$ cat config.mk
export PLATFORM = sky130hd
export DESIGN_NAME = code_word_tx
export DESIGN_NICKNAME = d
export VERILOG_FILES = /design/src/code_word_pkg.sv /design/src/element_tick.sv /design/src/code_word_tx.sv
export VERILOG_INCLUDE_DIRS = /design/src
export SDC_FILE = /design/constraint.sdc
export NUM_CORES = 1
export LEC_CHECK = 0
export BUFFER_PORTS_ARGS = -buffer_cell sky130_fd_sc_hd__buf_2
export CORE_UTILIZATION = 30
export CTS_BUF_LIST = sky130_fd_sc_hd__clkbuf_8
export CTS_CLUSTER_DIAMETER = 200
export CTS_CLUSTER_SIZE = 25
export DETAILED_ROUTE_END_ITERATION = 10
export PLACE_DENSITY = 0.45
export REMOVE_ABC_BUFFERS = 1
export SETUP_SLACK_MARGIN = 0.4
export SLEW_MARGIN = 10
export SYNTH_ARGS = -nofsm -noshare
export SYNTH_HDL_FRONTEND = slang
export SYNTH_SLANG_ARGS = --single-unit
$ cat constraint.sdc
create_clock -name clk_sys -period 4 [get_ports clk_sys]
set_clock_uncertainty 0.2 [all_clocks]
set_input_delay 0.8 -clock clk_sys [delete_from_list [all_inputs] [get_ports clk_sys]]
set_output_delay 0.8 -clock clk_sys [all_outputs]
set_load 0.02 [all_outputs]
$ cat src/code_word_defines.svh
`ifndef CODE_WORD_DEFINES_SVH
`define CODE_WORD_DEFINES_SVH

// clock and timing figures
`define CLK_MHZ 125
`define TE_BASE_US 100
`define SHUTOFF_S 25
`define LED_BLINK_HZ 5

// element multipliers for the rate settings
`define TE_MULT_400 20'h0_0004
`define TE_MULT_200 20'h0_0002

// word layout, in elements and bits
`define PRE_LEN 7'h17
`define HDR_LEN 7'h0A
`define GUARD_LEN 7'h27
`define WORD_BITS 7'h42
`define SYNC_BITS 7'h52
`define LAST_PHASE 2'h2

// apb byte offsets
`define OFS_CONFIG 12'h000
`define OFS_SYNC 12'h004
`define OFS_SERIAL 12'h008
`define OFS_SEED 12'h00C
`define OFS_CTRL 12'h010
`define OFS_STATUS 12'h014
`define OFS_BLOCK 12'h018

// config and serial field positions
`define CFG_WRAP_FIRST 10
`define CFG_WRAP_SECOND 11
`define CFG_TRIP 12
`define CFG_RATE_LO 13
`define CFG_RATE_HI 14
`define SER_SHUTOFF 31

// reset values, sync limit and function codes
`define CONFIG_RST 16'h0000
`define SYNC_RST 16'h0000
`define WORD32_RST 32'h0000_0000
`define SYNC_MAX 16'hFFFF
`define FUNC_SEED 4'hF
`define FUNC_NONE 4'h0

`endif

$ cat src/code_word_pkg.sv
package code_word_pkg;
   typedef enum logic [2:0] {
      st_idle = 3'h0,
      st_pre = 3'h1,
      st_hdr = 3'h3,
      st_data = 3'h2,
      st_guard = 3'h6,
      st_timeout = 3'h7,
      st_sync_load = 3'h4,
      st_sync_data = 3'h5
   } tx_state_t;
endpackage : code_word_pkg

$ cat src/element_tick.sv
`timescale 1ns/1ps
`default_nettype none
`include "code_word_defines.svh"
module element_tick #(
   parameter logic [19:0] TE100_CYCLES = 20'(`TE_BASE_US * `CLK_MHZ)
) (
   // clock and reset
   input wire logic clk_sys,
   input wire logic reset,
   // control
   input wire logic restart,
   input wire logic [1:0] rate_sel,
   // one pulse per pulse element
   output logic tick
);
   logic [19:0] cnt;
   logic [19:0] limit;

   function automatic logic [19:0] element_len(input logic [1:0] sel);
      if (sel == 2'h0) begin
         return 20'(TE100_CYCLES * `TE_MULT_400);
      end else if (sel == 2'h1) begin
         return 20'(TE100_CYCLES * `TE_MULT_200);
      end else begin
         return TE100_CYCLES;
      end
   endfunction : element_len

   assign limit = element_len(rate_sel);

   always_ff @(posedge clk_sys) begin
      if (reset || restart) begin
         cnt <= 20'h0_0000;
         tick <= 1'b0;
      end else if (cnt >= limit - 20'h0_0001) begin
         cnt <= 20'h0_0000;
         tick <= 1'b1;
      end else begin
         cnt <= cnt + 20'h0_0001;
         tick <= 1'b0;
      end
   end
endmodule : element_tick
`default_nettype wire

$ cat src/code_word_tx.sv
`timescale 1ns/1ps
`default_nettype none
`include "code_word_defines.svh"
// Operation
// - rate bits set element 400/200/100 us
// - rate bits blank none, half or three quarters
// - trip bit picks 5-6 V or 3 V threshold
// - preamble, header, 32 hop, 34 fixed, guard
// - button press produces 66-bit code word
// - hop block is buttons, discrimination, sync
// - fixed part is status, buttons, serial
// - armed fall of buttons 2/3 enters sync
// - sync mode bits clocked externally, 16 extra
// - sync mode code is buttons 0/1 at entry
// - released button still completes word
// - held button repeats words back to back
// - extra button aborts and restarts
// - indicator low during tx, blinks if low supply
// - repeat bit zero first, then one
// - every word carries low supply bit
// - enabled shutoff stops after 25 s hold
// - all four buttons send seed instead
// - sync counter increments per transmission
// - shutoff enable is serial bit 31
// - wraps clear first then second flag
module code_word_tx
   import code_word_pkg::*;
#(
   parameter logic [19:0] TE100_CYCLES = 20'(`TE_BASE_US * `CLK_MHZ),
   parameter logic [31:0] SHUTOFF_CYCLES =
      32'(64'(`SHUTOFF_S) * 64'(`CLK_MHZ) * 64'd1000000),
   parameter logic [31:0] LED_HALF_CYCLES =
      32'((`CLK_MHZ * 1000000) / (2 * `LED_BLINK_HZ))
) (
   // clock and reset
   input wire logic clk_sys,
   input wire logic reset,
   // apb slave
   input wire logic psel,
   input wire logic penable,
   input wire logic pwrite,
   input wire logic [11:0] paddr,
   input wire logic [31:0] pwdata,
   output logic [31:0] prdata,
   output logic pready,
   output logic pslverr,
   // buttons and supply comparators
   input wire logic button_in_0,
   input wire logic button_in_1,
   input wire logic button_in_2,
   input wire logic button_in_3,
   input wire logic supply_below_3v,
   input wire logic supply_below_5v,
   // cipher outside this block
   output logic [31:0] plain_block,
   input wire logic [31:0] cipher_in,
   // serial data and indicator
   output logic data_out,
   output logic indicator_out_n
);
   tx_state_t state;
   logic [15:0] config_word;
   logic [15:0] sync;
   logic [31:0] serial;
   logic [31:0] seed;
   logic sync_arm;
   logic [3:0] btn_lat;
   logic repeat_flag;
   logic low_supply_flag;
   logic sync_mode;
   logic [81:0] shreg;
   logic [6:0] elem_cnt;
   logic [6:0] bit_cnt;
   logic [1:0] phase;
   logic [1:0] slot;
   logic [31:0] hold_cnt;
   logic [31:0] led_cnt;
   logic blink;
   logic ext_clk_d;
   logic tick;

   logic [3:0] btn_now;
   logic [3:0] btn_sel;
   logic [1:0] rate_sel;
   logic ext_clk;
   logic ext_fall;
   logic ext_rise;
   logic tx_active;
   logic new_press;
   logic start_tx;
   logic abort;
   logic sync_enter;
   logic word_end;
   logic next_word;
   logic timed_out;
   logic begin_tx;
   logic load_word;
   logic sending;
   logic supply_low;
   logic wr_en;
   logic rd_setup;

   assign btn_now = {button_in_3, button_in_2, button_in_1, button_in_0};
   assign rate_sel = {config_word[`CFG_RATE_HI], config_word[`CFG_RATE_LO]};
   assign ext_clk = button_in_2 | button_in_3;
   assign ext_fall = ext_clk_d & ~ext_clk;
   assign ext_rise = ~ext_clk_d & ext_clk;
   assign tx_active = (state == st_pre) || (state == st_hdr) ||
                      (state == st_data) || (state == st_guard);
   assign new_press = (btn_now & ~btn_lat) != `FUNC_NONE;
   assign start_tx = (state == st_idle) && !sync_arm &&
                     (btn_now != `FUNC_NONE);
   // a timed-out hold must not be revived by pressing one more button
   assign abort = tx_active && new_press && !timed_out;
   assign sync_enter = (state == st_idle) && sync_arm && ext_fall &&
                       (button_in_0 | button_in_1);
   assign word_end = (state == st_guard) && tick &&
                     (elem_cnt == `GUARD_LEN - 7'h01);
   assign timed_out = serial[`SER_SHUTOFF] &&
                      (hold_cnt >= SHUTOFF_CYCLES);
   assign next_word = word_end && (btn_now != `FUNC_NONE) &&
                      !timed_out;
   assign begin_tx = start_tx || abort || sync_enter;
   assign load_word = begin_tx || next_word;
   assign btn_sel = sync_enter ? {2'h0, button_in_1, button_in_0} :
                    btn_now;
   assign supply_low = config_word[`CFG_TRIP] ? supply_below_5v :
                       supply_below_3v;
   always_comb begin
      case (rate_sel)
         2'h0: sending = 1'b1;
         2'h1, 2'h2: sending = (slot[0] == 1'b0);
         default: sending = (slot == 2'h0);
      endcase
   end
   assign wr_en = psel && penable && pwrite;
   assign rd_setup = psel && !penable;

   element_tick #(
      .TE100_CYCLES(TE100_CYCLES)
   ) u_tick (
      .clk_sys(clk_sys),
      .reset(reset),
      .restart(load_word),
      .rate_sel(rate_sel),
      .tick(tick)
   );

   // software registers; hardware flag clearing wins over a write
   always_ff @(posedge clk_sys) begin
      if (reset) begin
         config_word <= `CONFIG_RST;
         sync <= `SYNC_RST;
         serial <= `WORD32_RST;
         seed <= `WORD32_RST;
         sync_arm <= 1'b0;
      end else begin
         if (wr_en && paddr == `OFS_CONFIG) begin
            config_word <= {1'b0, pwdata[14:0]};
         end else if (wr_en && paddr == `OFS_SERIAL) begin
            serial <= pwdata;
         end else if (wr_en && paddr == `OFS_SEED) begin
            seed <= pwdata;
         end else if (wr_en && paddr == `OFS_CTRL) begin
            sync_arm <= pwdata[0];
         end else if (wr_en && paddr == `OFS_SYNC && !begin_tx) begin
            sync <= pwdata[15:0];
         end
         if (begin_tx) begin
            sync <= sync + 16'h0001;
            if (sync == `SYNC_MAX) begin
               if (config_word[`CFG_WRAP_FIRST]) begin
                  config_word[`CFG_WRAP_FIRST] <= 1'b0;
               end else begin
                  config_word[`CFG_WRAP_SECOND] <= 1'b0;
               end
            end
         end
         if (sync_enter) begin
            sync_arm <= 1'b0;
         end
      end
   end

   // apb answer prepared in the setup cycle, zero wait states
   always_ff @(posedge clk_sys) begin
      if (reset) begin
         prdata <= `WORD32_RST;
         pready <= 1'b0;
         pslverr <= 1'b0;
      end else begin
         pready <= 1'b1;
         if (rd_setup) begin
            pslverr <= 1'b0;
            if (paddr == `OFS_CONFIG) begin
               prdata <= {16'h0000, config_word};
            end else if (paddr == `OFS_SYNC) begin
               prdata <= {16'h0000, sync};
            end else if (paddr == `OFS_SERIAL) begin
               prdata <= serial;
            end else if (paddr == `OFS_SEED) begin
               prdata <= seed;
            end else if (paddr == `OFS_CTRL) begin
               prdata <= {31'h0000_0000, sync_arm};
            end else if (paddr == `OFS_STATUS) begin
               prdata <= {25'h000_0000, timed_out, sync_mode,
                          repeat_flag, low_supply_flag, state};
            end else if (paddr == `OFS_BLOCK) begin
               prdata <= plain_block;
            end else begin
               prdata <= `WORD32_RST;
               pslverr <= 1'b1;
            end
         end
      end
   end

   // plaintext block handed to the cipher
   always_ff @(posedge clk_sys) begin
      if (reset) begin
         plain_block <= `WORD32_RST;
      end else begin
         plain_block <= {btn_sel, config_word[`CFG_WRAP_SECOND],
                         config_word[`CFG_WRAP_FIRST], config_word[9:0],
                         sync};
      end
   end

   // word status and shift register
   always_ff @(posedge clk_sys) begin
      if (reset) begin
         btn_lat <= `FUNC_NONE;
         repeat_flag <= 1'b0;
         low_supply_flag <= 1'b0;
         shreg <= '0;
      end else if (load_word) begin
         btn_lat <= btn_sel;
         repeat_flag <= next_word && !begin_tx;
         low_supply_flag <= supply_low;
         shreg <= {16'h0000, next_word && !begin_tx, supply_low, btn_sel,
                   serial[27:0],
                   (btn_sel == `FUNC_SEED) ? seed : cipher_in};
      end else if ((state == st_data && tick && phase == `LAST_PHASE) ||
                   (state == st_sync_data && ext_rise)) begin
         shreg <= {1'b0, shreg[81:1]};
      end
   end

   // sequencer
   always_ff @(posedge clk_sys) begin
      if (reset) begin
         state <= st_idle;
         elem_cnt <= 7'h00;
         bit_cnt <= 7'h00;
         phase <= 2'h0;
         slot <= 2'h0;
         sync_mode <= 1'b0;
      end else if (begin_tx || next_word) begin
         elem_cnt <= 7'h00;
         bit_cnt <= 7'h00;
         phase <= 2'h0;
         slot <= begin_tx ? 2'h0 : slot + 2'h1;
         sync_mode <= sync_enter;
         state <= sync_enter ? st_sync_load : st_pre;
      end else if (tx_active && timed_out) begin
         state <= st_timeout;
      end else begin
         case (state)
            st_pre: begin
               if (tick) begin
                  elem_cnt <= elem_cnt + 7'h01;
                  if (elem_cnt == `PRE_LEN - 7'h01) begin
                     elem_cnt <= 7'h00;
                     state <= st_hdr;
                  end
               end
            end
            st_hdr: begin
               if (tick) begin
                  elem_cnt <= elem_cnt + 7'h01;
                  if (elem_cnt == `HDR_LEN - 7'h01) begin
                     elem_cnt <= 7'h00;
                     state <= st_data;
                  end
               end
            end
            st_data: begin
               if (tick) begin
                  phase <= phase + 2'h1;
                  if (phase == `LAST_PHASE) begin
                     phase <= 2'h0;
                     bit_cnt <= bit_cnt + 7'h01;
                     if (bit_cnt == `WORD_BITS - 7'h01) begin
                        state <= st_guard;
                     end
                  end
               end
            end
            st_guard: begin
               if (tick) begin
                  elem_cnt <= elem_cnt + 7'h01;
               end
               if (word_end) begin
                  state <= st_idle;
               end
            end
            st_timeout: begin
               if (btn_now == `FUNC_NONE) begin
                  state <= st_idle;
               end
            end
            st_sync_load: begin
               state <= st_sync_data;
            end
            st_sync_data: begin
               if (ext_rise) begin
                  bit_cnt <= bit_cnt + 7'h01;
                  if (bit_cnt == `SYNC_BITS - 7'h01) begin
                     state <= st_idle;
                     sync_mode <= 1'b0;
                  end
               end
            end
            default: begin
               state <= st_idle;
            end
         endcase
      end
   end

   // hold timer for auto shutoff
   always_ff @(posedge clk_sys) begin
      if (reset || btn_now == `FUNC_NONE) begin
         hold_cnt <= 32'h0000_0000;
      end else if (hold_cnt != 32'hFFFF_FFFF) begin
         hold_cnt <= hold_cnt + 32'h0000_0001;
      end
   end

   // external clock history
   always_ff @(posedge clk_sys) begin
      if (reset) begin
         ext_clk_d <= 1'b0;
      end else begin
         ext_clk_d <= ext_clk;
      end
   end

   // serial output level
   always_ff @(posedge clk_sys) begin
      if (reset) begin
         data_out <= 1'b0;
      end else if (state == st_sync_data) begin
         data_out <= shreg[0];
      end else if (!sending || !tx_active) begin
         data_out <= 1'b0;
      end else if (state == st_pre) begin
         data_out <= ~elem_cnt[0];
      end else if (state == st_data) begin
         data_out <= (phase == 2'h0) || (phase == 2'h1 && !shreg[0]);
      end else begin
         data_out <= 1'b0;
      end
   end

   // indicator, blinking when supply is low
   always_ff @(posedge clk_sys) begin
      if (reset || !tx_active) begin
         led_cnt <= 32'h0000_0000;
         blink <= 1'b0;
      end else if (led_cnt >= LED_HALF_CYCLES - 32'h0000_0001) begin
         led_cnt <= 32'h0000_0000;
         blink <= ~blink;
      end else begin
         led_cnt <= led_cnt + 32'h0000_0001;
      end
   end

   always_ff @(posedge clk_sys) begin
      if (reset) begin
         indicator_out_n <= 1'b1;
      end else begin
         indicator_out_n <= !tx_active ||
                            (low_supply_flag && blink);
      end
   end
endmodule : code_word_tx
`default_nettype wire

# Word-level counts from Yosys, hierarchy flattened
# Cells that the tools add are included.
[totals]
ff_bits = 345
input_bits = 87
out_inout_bits = 68
[op_classes]
n_addsub = 9
order_cmp = 3
eq_ne = 47
mux = 71
n_bitwise = 15
reduce_logical = 77
[ops]
columns = ["operator", "count"]
rows = [
  ["32-bit 2-to-1 mux", 8],
  ["66-bit 2-to-1 mux", 2],
  ["16-bit 2-to-1 mux", 6],
  ["32-bit by 1-bit adder with 32-bit output, second input constant", 2],
  ["7-bit 2-to-1 mux", 8],
  ["3-bit 2-to-1 mux", 14],
  ["12-bit by 5-bit == test with 1-bit output, second input constant", 3],
  ["32-bit by 24-bit >= comparator with 1-bit output, second input constant", 1],
  ["32-bit >= comparator, second input constant", 1],
  ["32-bit != test, second input constant", 1],
  ["1-bit logical AND", 28],
  ["12-bit by 4-bit == test with 1-bit output, second input constant", 2],
  ["4-bit by 1-bit != test with 1-bit output, second input constant", 6],
  ["1-bit 2-to-1 mux", 21],
  ["3-bit one-hot mux with 7 select lines", 1],
  ["7-bit one-hot mux with 3 select lines", 1],
  ["20-bit by 1-bit adder with 20-bit output, second input constant", 1],
  ["20-bit >= comparator", 1],
  ["20-bit 2-to-1 mux", 1],
  ["20-bit by 1-bit subtractor with 20-bit output, second input constant", 1],
  ["16-bit by 1-bit adder with 16-bit output, second input constant", 1],
  ["16-bit == test, second input constant", 1],
  ["15-bit 2-to-1 mux", 1],
  ["5-bit AND reduction", 3],
  ["41 further kinds", 107],
]

# Logic depth before layout (Yosys ltp)
# Gate-level depths: netlist of run 1.
[logic_depth]
word_depth = 16
depth_mapped = 12
depth_no_buf = 11

# Hierarchy
# A second synthesis of run 1 with hierarchy kept.
[hier_totals]
hier_cells = 1902
hier_area_um2 = 15577.4
[by_module_without_submodules]
columns = ["mod", "instances", "cells_per_inst", "area_each_um2"]
rows = [
  ["code_word_tx", 1, 1773, 14390.1],
  ["element_tick", 1, 129, 1187.4],
]

# Least setup slack after synthesis of run 1
# Ideal clock, no wire load.
[synth_path]
kind = "register to register"
from = "reg hold_cnt[24]"
to = "reg sync[15]"
setup_ps = 116
arrival_time_ps = 2535
required_time_ps = 3684
path_slack_ps = 1149
path_stages_with_launch = 9
path_cell_list = "dfxtp_1 > or4b_1 > or4_1 > nor3_2 > o21ai_2 > a211oi_2 > buf_4 > a21oi_1 > o211a_1"
[synth_between]
elab_chain_len = 10
word_cells_on_any_way = 15
cone_classes = "order compare: 1; eq/ne: 4; mux: 1; reduce/logical: 9"
[synth_rtl]
columns = ["item", "line", "rtl"]
rows = [
  ["from (decl)", "code_word_tx.sv:76", "logic [31:0] hold_cnt;"],
  ["from (signal assigned)", "code_word_tx.sv:336", "hold_cnt <= hold_cnt + 32'h0000_0001;"],
  ["32-bit >= comparator *", "code_word_tx.sv:120", "(hold_cnt >= SHUTOFF_CYCLES);"],
  ["1-bit logical AND *", "code_word_tx.sv:119", "assign timed_out = serial[`SER_SHUTOFF] &&"],
  ["1-bit logical NOT *", "code_word_tx.sv:114", "assign abort = tx_active && new_press && !timed_out;"],
  ["1-bit logical AND *", "code_word_tx.sv:114", ""],
  ["1-bit logical OR * (2 in series)", "code_word_tx.sv:123", "assign begin_tx = start_tx || abort || sync_enter;"],
  ["1-bit logical NOT", "code_word_tx.sv:166", "end else if (wr_en && paddr == `OFS_SYNC && !begin_tx) begin"],
  ["1-bit logical AND", "code_word_tx.sv:166", ""],
  ["2-bit nonzero test (no source line)", "--", ""],
  ["5-bit AND reduction (no source line)", "--", ""],
  ["to (signal assigned)", "code_word_tx.sv:153", "sync <= `SYNC_RST;"],
  ["to (signal assigned)", "code_word_tx.sv:167", "sync <= pwdata[15:0];"],
  ["to (signal assigned)", "code_word_tx.sv:170", "sync <= sync + 16'h0001;"],
  ["to (decl)", "code_word_tx.sv:63", "logic [15:0] sync;"],
]
# Mark *: on every way between the ends. The rest lies on a longest branch, timed or not.
# A chain may end at the register's enable or synchronous reset.

# Worst setup path after layout of run 1
[layout_path]
from = "reg hold_cnt[24]"
to = "reg shreg[47]"
[layout_between]
elab_chain_len = 8
word_cells_on_any_way = 10
cone_classes = "order compare: 1; mux: 1; reduce/logical: 8"
[layout_rtl]
columns = ["item", "line", "rtl"]
rows = [
  ["32-bit >= comparator *", "code_word_tx.sv:120", ""],
  ["1-bit logical AND *", "code_word_tx.sv:119", ""],
  ["1-bit logical NOT *", "code_word_tx.sv:114, code_word_tx.sv:122", ""],
  ["1-bit logical AND", "code_word_tx.sv:114", ""],
  ["1-bit logical OR (2 in series)", "code_word_tx.sv:123", ""],
  ["1-bit logical OR *", "code_word_tx.sv:124", "assign load_word = begin_tx || next_word;"],
  ["66-bit 2-to-1 mux or 2-bit nonzero test (tied branches)", "--", ""],
  ["to (signal assigned)", "code_word_tx.sv:240", "shreg <= {16'h0000, next_word && !begin_tx, supply_low, btn_sel,"],
  ["to (signal assigned)", "code_word_tx.sv:245", "shreg <= {1'b0, shreg[81:1]};"],
  ["to (decl)", "code_word_tx.sv:71", "logic [81:0] shreg;"],
]
# Marked as above.

==> results.sh, run 1 <==
export IMPL_status="complete, no violations"
export IMPL_vias_per_cell=5.15
export IMPL_internal_power_w=0.00471
export IMPL_drt_iter0_drc=883
export IMPL_reg2regPathDepth=9
export IMPL_grtUsageMet2=0.327
export IMPL_synth_mux_area_frac=0.0291
export IMPL_cellPowerDensity_nw_per_um2=403
export IMPL_critical_path_max_fanout=66
export IMPL_port_buffer_count=154
export IMPL_stdcell_count=2754
export IMPL_comb_power_share=0.228
export IMPL_gr_usage_met3=0.0201
export IMPL_wl_per_cell_um=18.9
export IMPL_synth_cell_types=75
export IMPL_synthTopCellsByArea="dfxtp_1, nand2_1, a21oi_1"
export IMPL_clock_power_share=0.215
export IMPL_grt_pass1_vias=13600
export IMPL_synth_ff_type="dfxtp_1"
export IMPL_synth_top_area_share=0.441
export IMPL_place_inst=2735
export IMPL_ff2ff_setup_slack_ns=0.67
export IMPL_dp_hpwl_um=35900
export IMPL_syn_avg_cell_area_um2=8.00
export IMPL_irDropWorstVdd_v=0.000266
export IMPL_synthToLayoutAreaGrowth_pct=12.6
export IMPL_htreeDepth=1
export IMPL_design_power_total_w=0.00711
export IMPL_antenna_found_initial=2
export IMPL_synth_adder_area_share=0.0224
export IMPL_power_switching_w=0.00240
export IMPL_synth_xor_area_frac=0.0414
export IMPL_required_ns=4.32
export IMPL_overflow=0
export IMPL_min_from="pwdata[25]"
export IMPL_timing_slew_headroom=0.338
export IMPL_synthArstFlopShare=0
export IMPL_yosysSeqAreaShare=0.441
export IMPL_clk_latency_ns=0.61
export IMPL_clkTransAtPathRegs_ns=0.16
export IMPL_dieHeight_um=231
export IMPL_fmax_mhz=300
export IMPL_cts_buffers_inserted=17
export IMPL_end_kind="flip-flop"
export IMPL_critical_path_class="flip-flop to flip-flop"
export IMPL_drive_above_1_share=0.135
export IMPL_hold_class="input port to flip-flop"
export IMPL_finalHoldViolCount=0
export IMPL_ant_nets=0
export IMPL_ys_ff_latch=345
export IMPL_min_path_cells=3
export IMPL_io_pins=155
export IMPL_drv_slew=0
export IMPL_max_cap_violations=0
export IMPL_p_leak_nw=6.25
export IMPL_grt_pass1_wl_um=80600
export IMPL_whs_ns=0.225
export IMPL_drt_total_wl_um=52100
export IMPL_core_um2=51500
export IMPL_die_area_um2=53200
export IMPL_yosysMostFrequentCell="nand2_1"
export IMPL_arrival_ns=3.66
export IMPL_die_w_um=231
export IMPL_vias=14200
export IMPL_period_minus_slack_ns=3.33
export IMPL_ys_warn_count=0
export IMPL_cts_tree="yes"
export IMPL_hold_end="seed[25]"
export IMPL_synthSimpleGateAreaFrac=0.242
export IMPL_drcViolationCount=0
export IMPL_min_period_over_period=0.834
export IMPL_grt_start_max_net_pins=91
export IMPL_synth_area_leader_cell="dfxtp_1"
export IMPL_met1_usage=0.259
export IMPL_r2r_end="shreg[47]"
export IMPL_worst_slew_pin_slew_ns=0.984
export IMPL_synthTopCellsByCount="nand2_1, dfxtp_1, nor2_1, a21oi_1, clkbuf_1"
export IMPL_grt_usage=0.192
export IMPL_r2r_start="hold_cnt[24]"
export IMPL_sw_frac_of_total=0.338
export IMPL_synth_top_family_by_area="simple AND/OR/NAND/NOR gates"
export IMPL_start_util=0.304
export IMPL_rows=83
export IMPL_fin_ws_ns=0.665
export IMPL_rsz0062_at_grt="false"
export IMPL_synth_compound_area_share=0.179
export IMPL_pwr_share_seq=0.556
export IMPL_finalSetupTns_ns=0
export IMPL_post_cts_buffers=0
export IMPL_crit_path_start_kind="flip-flop"
export IMPL_grt_busiest_layer="met2"
export IMPL_clock_sinks=345
export IMPL_cts_root_buf="clkbuf_8"
export IMPL_synthesis_instances=1958
export IMPL_firstDrtPassIters=6
export IMPL_synth_edf_count=0
export IMPL_num_fill_cells=5503
export IMPL_gp_congestion=0.841
export IMPL_nets=2189
export IMPL_diodes=0
export IMPL_netlist_area_um2=15700
export IMPL_cts_buffer_depth=3
export IMPL_setup_violations=0
export IMPL_place_worst_setup_slack_ns=0.496
## layout make-up
class / instances / area, um^2 / share of cell area
inverter: 64 / 240 / 0.0136
sequential: 345 / 6910 / 0.391
clock inverter: 2 / 15.0 / 0.000851
timing repair buffer: 207 / 1290 / 0.0730
tap: 680 / 851 / 0.0482
clock buffer: 17 / 234 / 0.0133
multi-input combinational: 1439 / 8110 / 0.460
## what timing repair did
item / CTS / global route
hold buffers: 0 / 0
gates resized for setup: 0 / 1
setup endpoints to repair: 0 / 14
## worst max path at each step
stage,start,to,slack [ns],cells past startpoint
2_1_floorplan,hold_cnt[24],sync_mode,-0.32,7
3_3_place_gp,hold_cnt[24],sync[13],0.60,7
3_5_place_dp,hold_cnt[24],sync[13],0.50,7
4_1_cts,hold_cnt[24],sync[13],0.47,7
5_1_grt,hold_cnt[24],shreg[58],0.43,9
6_report,hold_cnt[24],shreg[47],0.67,9
## placed cells by master, fill, tap and decap left out, types with 29 or more instances in the layout
master,instances
nor2_1,231
nand2_1,362
o21ai_0,50
nor2b_1,35
nand4_1,36
buf_2,153
xor2_1,41
mux2_2,29
buf_4,44
a21oi_1,196
xnor2_1,33
dfxtp_1,345
nor3_1,31
inv_1,61
a211oi_1,29
a311oi_1,65
nand3_1,56
## power by group through the flow
| stage | Combinational (W) | Clock (W) | Sequential, W |
|---|---|---|---|
| 3_5_place_dp | 0.00162 | 0 | 0.00402 |
| 3_3_place_gp | 0.00159 | 0 | 0.00402 |
| 2_1_floorplan | 0.000990 | 0 | 0.00399 |
| 6_report | 0.00162 | 0.00153 | 0.00395 |
| 4_1_cts | 0.00162 | 0.00161 | 0.00395 |
| 5_1_grt | 0.00180 | 0.00173 | 0.00399 |
## sequential cells by signal (all words and copies together), names as in the netlist, 3 cells and up
register / flops
bit_cnt: 7
btn_lat: 4
config_word: 15
elem_cnt: 7
hold_cnt: 32
led_cnt: 32
plain_block: 32
prdata: 32
seed: 32
serial: 32
shreg: 66
state: 3
sync: 16
u_tick.cnt: 20
## per-layer routing
layer  wire (um)  up-vias
li1            -     7023
met1       24700     6787
met2       24400      303
met3        1940       58
met4        1110        4
met5          22        -
## through the flow
step	cell area [um^2]	util
final	17600	0.343
after global routing	17600	0.343
after CTS	17600	0.342
after detailed placement	17400	0.338
after global placement	17400	0.338
after floorplan	15200	-
## cell families (layout without fill, tap and decap cells)
family,Yosys count,count (layout)
and+or+nand+nor,850,850
AOI/OAI and AO/OA,434,434
DFF,345,345
buffers and inverters,184,290
xor gates and xnor gates,74,74
muxes,42,42
adders and majority gates,28,28
other,1,11
## worst max-delay path, stage by stage, from the launching register on
cell,delay (ns)
dfxtp_1,0.40
or4b_1,0.55
or4_1,0.50
nor3_2,0.24
o21ai_2,0.22
a21oi_4,0.27
buf_12,0.30
buf_12,0.20
nor2_1,0.06
a311oi_1,0.24
Note: power is estimated with default switching activity, not from simulation.
==> inputs of run 2 (changes only) <==
Clock period 4 ns to 3.2 ns, I/O delays scaled along.
==> run 2 against run 1 <==
  * Cell count is 3.1% higher
  * Maximum frequency increased by 17%
  * Register-to-register slack worse by 0.31 ns
  * Die area did not move
  * Sequential cell count unchanged
==> results.sh, run 2 (synthesis results as in run 1) <==
export IMPL_status="complete, no violations"
export IMPL_cts_root_buf="clkbuf_8"
export IMPL_drive_above_1_share=0.203
export IMPL_rows=83
export IMPL_path_cells="or4b_4, or4_4, nor3_4, o21ai_4, a21oi_4, buf_6, buf_12, clkbuf_16, a211oi_1, a311oi_1"
export IMPL_gp_congestion=0.849
export IMPL_clk_latency_ns=0.62
export IMPL_worst_slew_pin_slew_ns=0.840
export IMPL_cts_buffers_inserted=17
export IMPL_grt_pass1_vias=14000
export IMPL_holdBufCountCts=0
export IMPL_layout_common_cells="nand2_1, dfxtp_1, nor2_1"
export IMPL_dieHeight_um=231
export IMPL_grt_usage=0.197
export IMPL_die_area_um2=53200
export IMPL_comb_power_share=0.349
export IMPL_cts_tree="yes"
export IMPL_firstDrtPassIters=7
export IMPL_power_switching_w=0.00356
export IMPL_design_power_total_w=0.0105
export IMPL_irDropWorstVdd_v=0.000250
export IMPL_pwr_share_seq=0.470
export IMPL_required_ns=3.52
export IMPL_setup_violations=0
export IMPL_port_buffer_count=154
export IMPL_fmax_mhz=351
export IMPL_stdcell_count=2840
export IMPL_vias_per_cell=5.17
export IMPL_critical_path_class="flip-flop to flip-flop"
export IMPL_io_pins=155
export IMPL_drv_slew=0
export IMPL_ant_nets=0
export IMPL_dp_hpwl_um=37200
export IMPL_finalHoldViolCount=0
export IMPL_critical_path_max_fanout=8
export IMPL_finalSetupTns_ns=0
export IMPL_antenna_found_initial=4
export IMPL_min_period_over_period=0.890
export IMPL_placed_area_um2=17700
export IMPL_htreeDepth=1
export IMPL_drt_iter0_drc=1114
export IMPL_place_inst=2772
export IMPL_wl_per_cell_um=19.1
export IMPL_clock_sinks=345
export IMPL_slowest_delay_ns=0.53
export IMPL_arrival_ns=3.17
export IMPL_die_w_um=231
export IMPL_final_common_cell="nand2_1"
export IMPL_overflow=0
export IMPL_hold_class="input port to flip-flop"
export IMPL_grt_pass1_wl_um=82500
export IMPL_utilization=0.373
export IMPL_internal_power_w=0.00696
export IMPL_crit_path_start_kind="flip-flop"
export IMPL_p_leak_nw=6.97
export IMPL_rsz0062_at_grt="true"
export IMPL_clkTransAtPathRegs_ns=0.16
export IMPL_grt_start_max_net_pins=68
export IMPL_drcViolationCount=0
export IMPL_end_kind="flip-flop"
export IMPL_core_um2=51500
export IMPL_clock_power_share=0.181
export IMPL_slowest_stage="or4b_4"
export IMPL_cts_buffer_depth=3
export IMPL_timing_slew_headroom=0.436
export IMPL_vias=14700
export IMPL_period_minus_slack_ns=2.85
export IMPL_sw_frac_of_total=0.338
export IMPL_top_register="shreg"
export IMPL_drt_total_wl_um=54200
export IMPL_stdcell_area_um2=19200
export IMPL_largest_reg_flops=66
export IMPL_start_util=0.304
export IMPL_synthToLayoutAreaGrowth_pct=22.6
export IMPL_cellPowerDensity_nw_per_um2=548
export IMPL_max_cap_violations=0
export IMPL_num_fill_cells=5396
export IMPL_nets=2274
run 2: worst paths after layout:
path | start | end | slack [ns] | depth (start not counted)
max | hold_cnt[24] | shreg[17] | 0.35 | 10
min | pwdata[24] | seed[24] | 0.06 | 3
max reg2reg | hold_cnt[24] | shreg[17] | 0.35 | 10
min reg2reg | serial[28] | serial[28] | 0.27 | 2
run 2: power by group through the flow:
| stage | clock (W) | sequential [W] | combinational (W) |
|---|---|---|---|
| floorplan | 0 | 0.00499 | 0.00124 |
| global placement | 0 | 0.00503 | 0.00211 |
| detailed placement | 0 | 0.00502 | 0.00215 |
| CTS | 0.00200 | 0.00493 | 0.00325 |
| global route | 0.00215 | 0.00499 | 0.00392 |
| finish | 0.00190 | 0.00495 | 0.00367 |
run 2: area by class of cell:
class                      count  area [um^2]  area share
timing repair buffer         292         2400       0.125
clock inverter                 2         15.0    0.000782
tap                          680          851      0.0443
multi-input combinational   1439         8550       0.445
antenna                        1         2.50    0.000130
inverter                      64          240      0.0125
sequential                   345         6920       0.360
clock buffer                  17          234      0.0122
run 2: what timing repair did:
item / in CTS / in global routing
pin swaps: 51 / 41
setup endpoints to repair: 107 / 133
gates cloned: 9 / 4
hold endpoints to repair: 0 / 0
gates resized for setup: 72 / 74
buffers inserted: 28 / 7
run 2: critical path, delay by kind of cell (launching register included):
family / cells / cell delay [ns]
compound gates: 4 / 0.57
buf+inv: 3 / 0.50
flops: 1 / 0.35
simple gates: 3 / 1.15
run 2: layer usage:
layer / track usage / part of all wire / up-vias
li1: - / - / 7184
met1: 0.267 / 0.46 / 7073
met2: 0.327 / 0.47 / 342
met3: 0.0212 / 0.042 / 81
met4: 0.0598 / 0.028 / 4
met5: 0 / 0.00039 / -
run 2: through the flow:
step	hold slack [ns]	setup WS [ns]
after floorplan	0.221	-1.12
after global placement	0.239	0.245
after detailed placement	0.245	0.181
after CTS	0.0251	0.296
after global routing	0.0330	0.214
final	0.0623	0.351
==> inputs of run 3 (changes only) <==
--- a/config.mk
+++ b/config.mk
@@ -19,3 +19,4 @@
 export SYNTH_ARGS = -nofsm -noshare
 export SYNTH_HDL_FRONTEND = slang
+export SYNTH_HIERARCHICAL = 1
 export SYNTH_SLANG_ARGS = --single-unit
--- a/constraint.sdc
+++ b/constraint.sdc
@@ -3,3 +3,3 @@
 set_input_delay 0.64 -clock clk_sys [delete_from_list [all_inputs] [get_ports clk_sys]]
 set_output_delay 0.64 -clock clk_sys [all_outputs]
-set_load 0.02 [all_outputs]
+set_load 0.005 [all_outputs]
==> run 3 against run 2 <==
  * Core utilization down 2.5 points
  * Global-route usage down 0.092 points
  * Clock power about the same
  * Non-clock buffer count down 67
  * Critical path depth down 1
  * Maximum frequency up 4.7%
  * Synthesized area down 0.60%
  * Synthesized cell count down 2.9%
  * First-iteration DRC count up 1.3%
  * Worst hold slack better by 0.0021 ns
  * Die area down 0.59%
  * Cell count down 4.4%
  * Largest cell class unchanged
==> results.sh, run 3 <==
export IMPL_synth_ff_type="dfxtp_1"
export IMPL_largest_reg_flops=66
export IMPL_status="complete, no violations"
export IMPL_synth_cell_types=77
export IMPL_ant_nets=0
export IMPL_dieHeight_um=230
export IMPL_cts_buffer_depth=3
export IMPL_rsz0062_at_grt="true"
export IMPL_synthArstFlopShare=0
export IMPL_sw_frac_of_total=0.349
export IMPL_comb_power_share=0.281
export IMPL_io_pins=155
export IMPL_antenna_found_initial=5
export IMPL_finalSetupTns_ns=0
export IMPL_setup_violations=0
export IMPL_firstDrtPassIters=5
export IMPL_cts_buffers_inserted=17
export IMPL_arrival_ns=3.07
export IMPL_fin_ws_ns=0.479
export IMPL_drive_above_1_share=0.159
export IMPL_gp_congestion=0.816
export IMPL_htreeDepth=1
export IMPL_synthesis_instances=1902
export IMPL_drt_iter0_drc=1128
export IMPL_clkTransAtPathRegs_ns=0.16
export IMPL_synth_area_leader_cell="dfxtp_1"
export IMPL_internal_power_w=0.00640
export IMPL_cts_tree="yes"
export IMPL_design_power_total_w=0.00982
export IMPL_clock_sinks=345
export IMPL_core_um2=51300
export IMPL_synthTopCellsByCount="nand2_1, dfxtp_1, nor2_1, a21oi_1, clkbuf_1"
export IMPL_synthTopCellsByArea="dfxtp_1, nand2_1, a21oi_1"
export IMPL_drcViolationCount=0
export IMPL_layout_common_cells="nand2_1, dfxtp_1, nor2_1"
export IMPL_grt_pass1_vias=13300
export IMPL_clk_latency_ns=0.62
export IMPL_final_common_cell="nand2_1"
export IMPL_required_ns=3.55
export IMPL_syn_avg_cell_area_um2=8.19
export IMPL_vias=14100
export IMPL_start_util=0.304
export IMPL_port_buffer_count=154
export IMPL_rows=83
export IMPL_critical_path_max_fanout=7
export IMPL_cellPowerDensity_nw_per_um2=551
export IMPL_place_worst_setup_slack_ns=0.205
export IMPL_nets=2145
export IMPL_fmax_mhz=368
export IMPL_max_cap_violations=0
export IMPL_clock_power_share=0.193
export IMPL_crit_path_start_kind="flip-flop"
export IMPL_vias_per_cell=5.20
export IMPL_num_fill_cells=5510
export IMPL_min_period_over_period=0.850
export IMPL_die_w_um=230
export IMPL_grt_start_max_net_pins=67
export IMPL_end_kind="flip-flop"
export IMPL_yosysSeqAreaShare=0.443
export IMPL_synth_top_area_share=0.443
export IMPL_finalHoldViolCount=0
export IMPL_p_leak_nw=6.27
export IMPL_power_switching_w=0.00343
export IMPL_worst_slew_pin_slew_ns=0.737
export IMPL_critical_path_class="flip-flop to flip-flop"
export IMPL_yosysMostFrequentCell="nand2_1"
export IMPL_irDropWorstVdd_v=0.000335
export IMPL_drv_slew=0
export IMPL_grt_pass1_wl_um=81400
export IMPL_synth_edf_count=0
export IMPL_synthToLayoutAreaGrowth_pct=14.5
export IMPL_cts_root_buf="clkbuf_8"
export IMPL_period_minus_slack_ns=2.72
export IMPL_dp_hpwl_um=35900
export IMPL_hold_class="input port to flip-flop"
export IMPL_wl_per_cell_um=19.7
export IMPL_top_register="shreg"
export IMPL_grt_usage=0.196
export IMPL_ys_warn_count=6
export IMPL_timing_slew_headroom=0.508
export IMPL_ys_ff_latch=345
export IMPL_die_area_um2=52800
export IMPL_pwr_share_seq=0.526
export IMPL_overflow=0
export IMPL_drt_total_wl_um=53500
export IMPL_netlist_area_um2=15600
[run 3: cell count changes in the layout (fill, tap and decap cells not counted), sizes merged, moves of 8 or more]
cell	change
buf	-65
a211oi	-20
nand3	+8
o2111ai	+8
inv	-34
nor2	-32
nand2	+15
mux2	+8
nor2b	+17
o21ai	-14
a221oi	+16
a21oi	-39
[run 3: critical path, cell delays in order, from the launching register on]
cell and delay (ns):
dfxtp_4 0.38, or4_4 0.56, nor4_4 0.15, o211ai_2 0.18, a21oi_4 0.20, o21a_4 0.19
inv_2 0.12, buf_4 0.18, a311o_2 0.38, nor2_1 0.12
[run 3: final timing paths]
| kind | slack, ns | start | endpoint | depth (start not counted) |
|---|---|---|---|---|
| worst max-delay path | 0.48 | hold_cnt[18] | elem_cnt[1] | 9 |
| worst min-delay path | 0.06 | pwdata[16] | seed[16] | 3 |
| worst max register to register | 0.48 | hold_cnt[18] | elem_cnt[1] | 9 |
| worst min register to register | 0.27 | u_tick/cnt[0] | u_tick/cnt[0] | 1 |
[run 3: layer usage]
metal	part of all wire	global-route usage	up-vias
met5	0	0	-
met2	0.43	0.295	349
met4	0.013	0.0296	0
met1	0.51	0.296	6834
li1	-	-	6908
met3	0.049	0.0286	33
[run 3: cell families after synthesis]
family                     share of synthesized area
AOI/OAI and AO/OA                              0.166
other                                       0.000482
adders and majority gates                     0.0201
DFF                                            0.443
and+or+nand+nor                                0.257
xor gates and xnor gates                      0.0416
muxes                                         0.0319
buffers and inverters                         0.0396
[run 3: layout make-up]
cell class	count	area, um^2	area share
diodes	3	7.51	0.000421
well taps	680	851	0.0477
inverters	28	105	0.00589
multi-input cells	1416	8190	0.459
clock inverters	2	15.0	0.000842
flip-flops and latches	345	6910	0.387
repair buffers	225	1530	0.0856
clock buffers	17	234	0.0131
[run 3: what timing repair did]
item | 4_1_cts | 5_1_grt
pin swaps | 3 | 6
gates cloned | 2 | 2
buffers inserted | 5 | 2
gates resized for setup | 8 | 11
hold buffers | 0 | 0
endpoints found under the setup margin | 68 | 86
[run 3: power by group through the flow]
stage | Clock [W] | Combinational [W] | Sequential [W]
floorplan | 0 | 0.00157 | 0.00508
global placement | 0 | 0.00232 | 0.00525
detailed placement | 0 | 0.00235 | 0.00526
CTS | 0.00200 | 0.00269 | 0.00517
global route | 0.00213 | 0.00301 | 0.00524
finish | 0.00189 | 0.00276 | 0.00517
[run 3: metrics by stage]
| step | instances | util | area, um^2 | hold WS, ns |
|---|---|---|---|---|
| 4_1_cts | 2709 | 0.346 | 17800 | 0.0296 |
| 3_3_place_gp | 2683 | 0.338 | 17400 | 0.242 |
| 2_1_floorplan | 1788 | - | 15100 | 0.221 |
| 3_5_place_dp | 2683 | 0.338 | 17400 | 0.250 |
| 5_1_grt | 2714 | 0.348 | 17800 | 0.0186 |
| 6_report | 2716 | 0.348 | 17800 | 0.0644 |
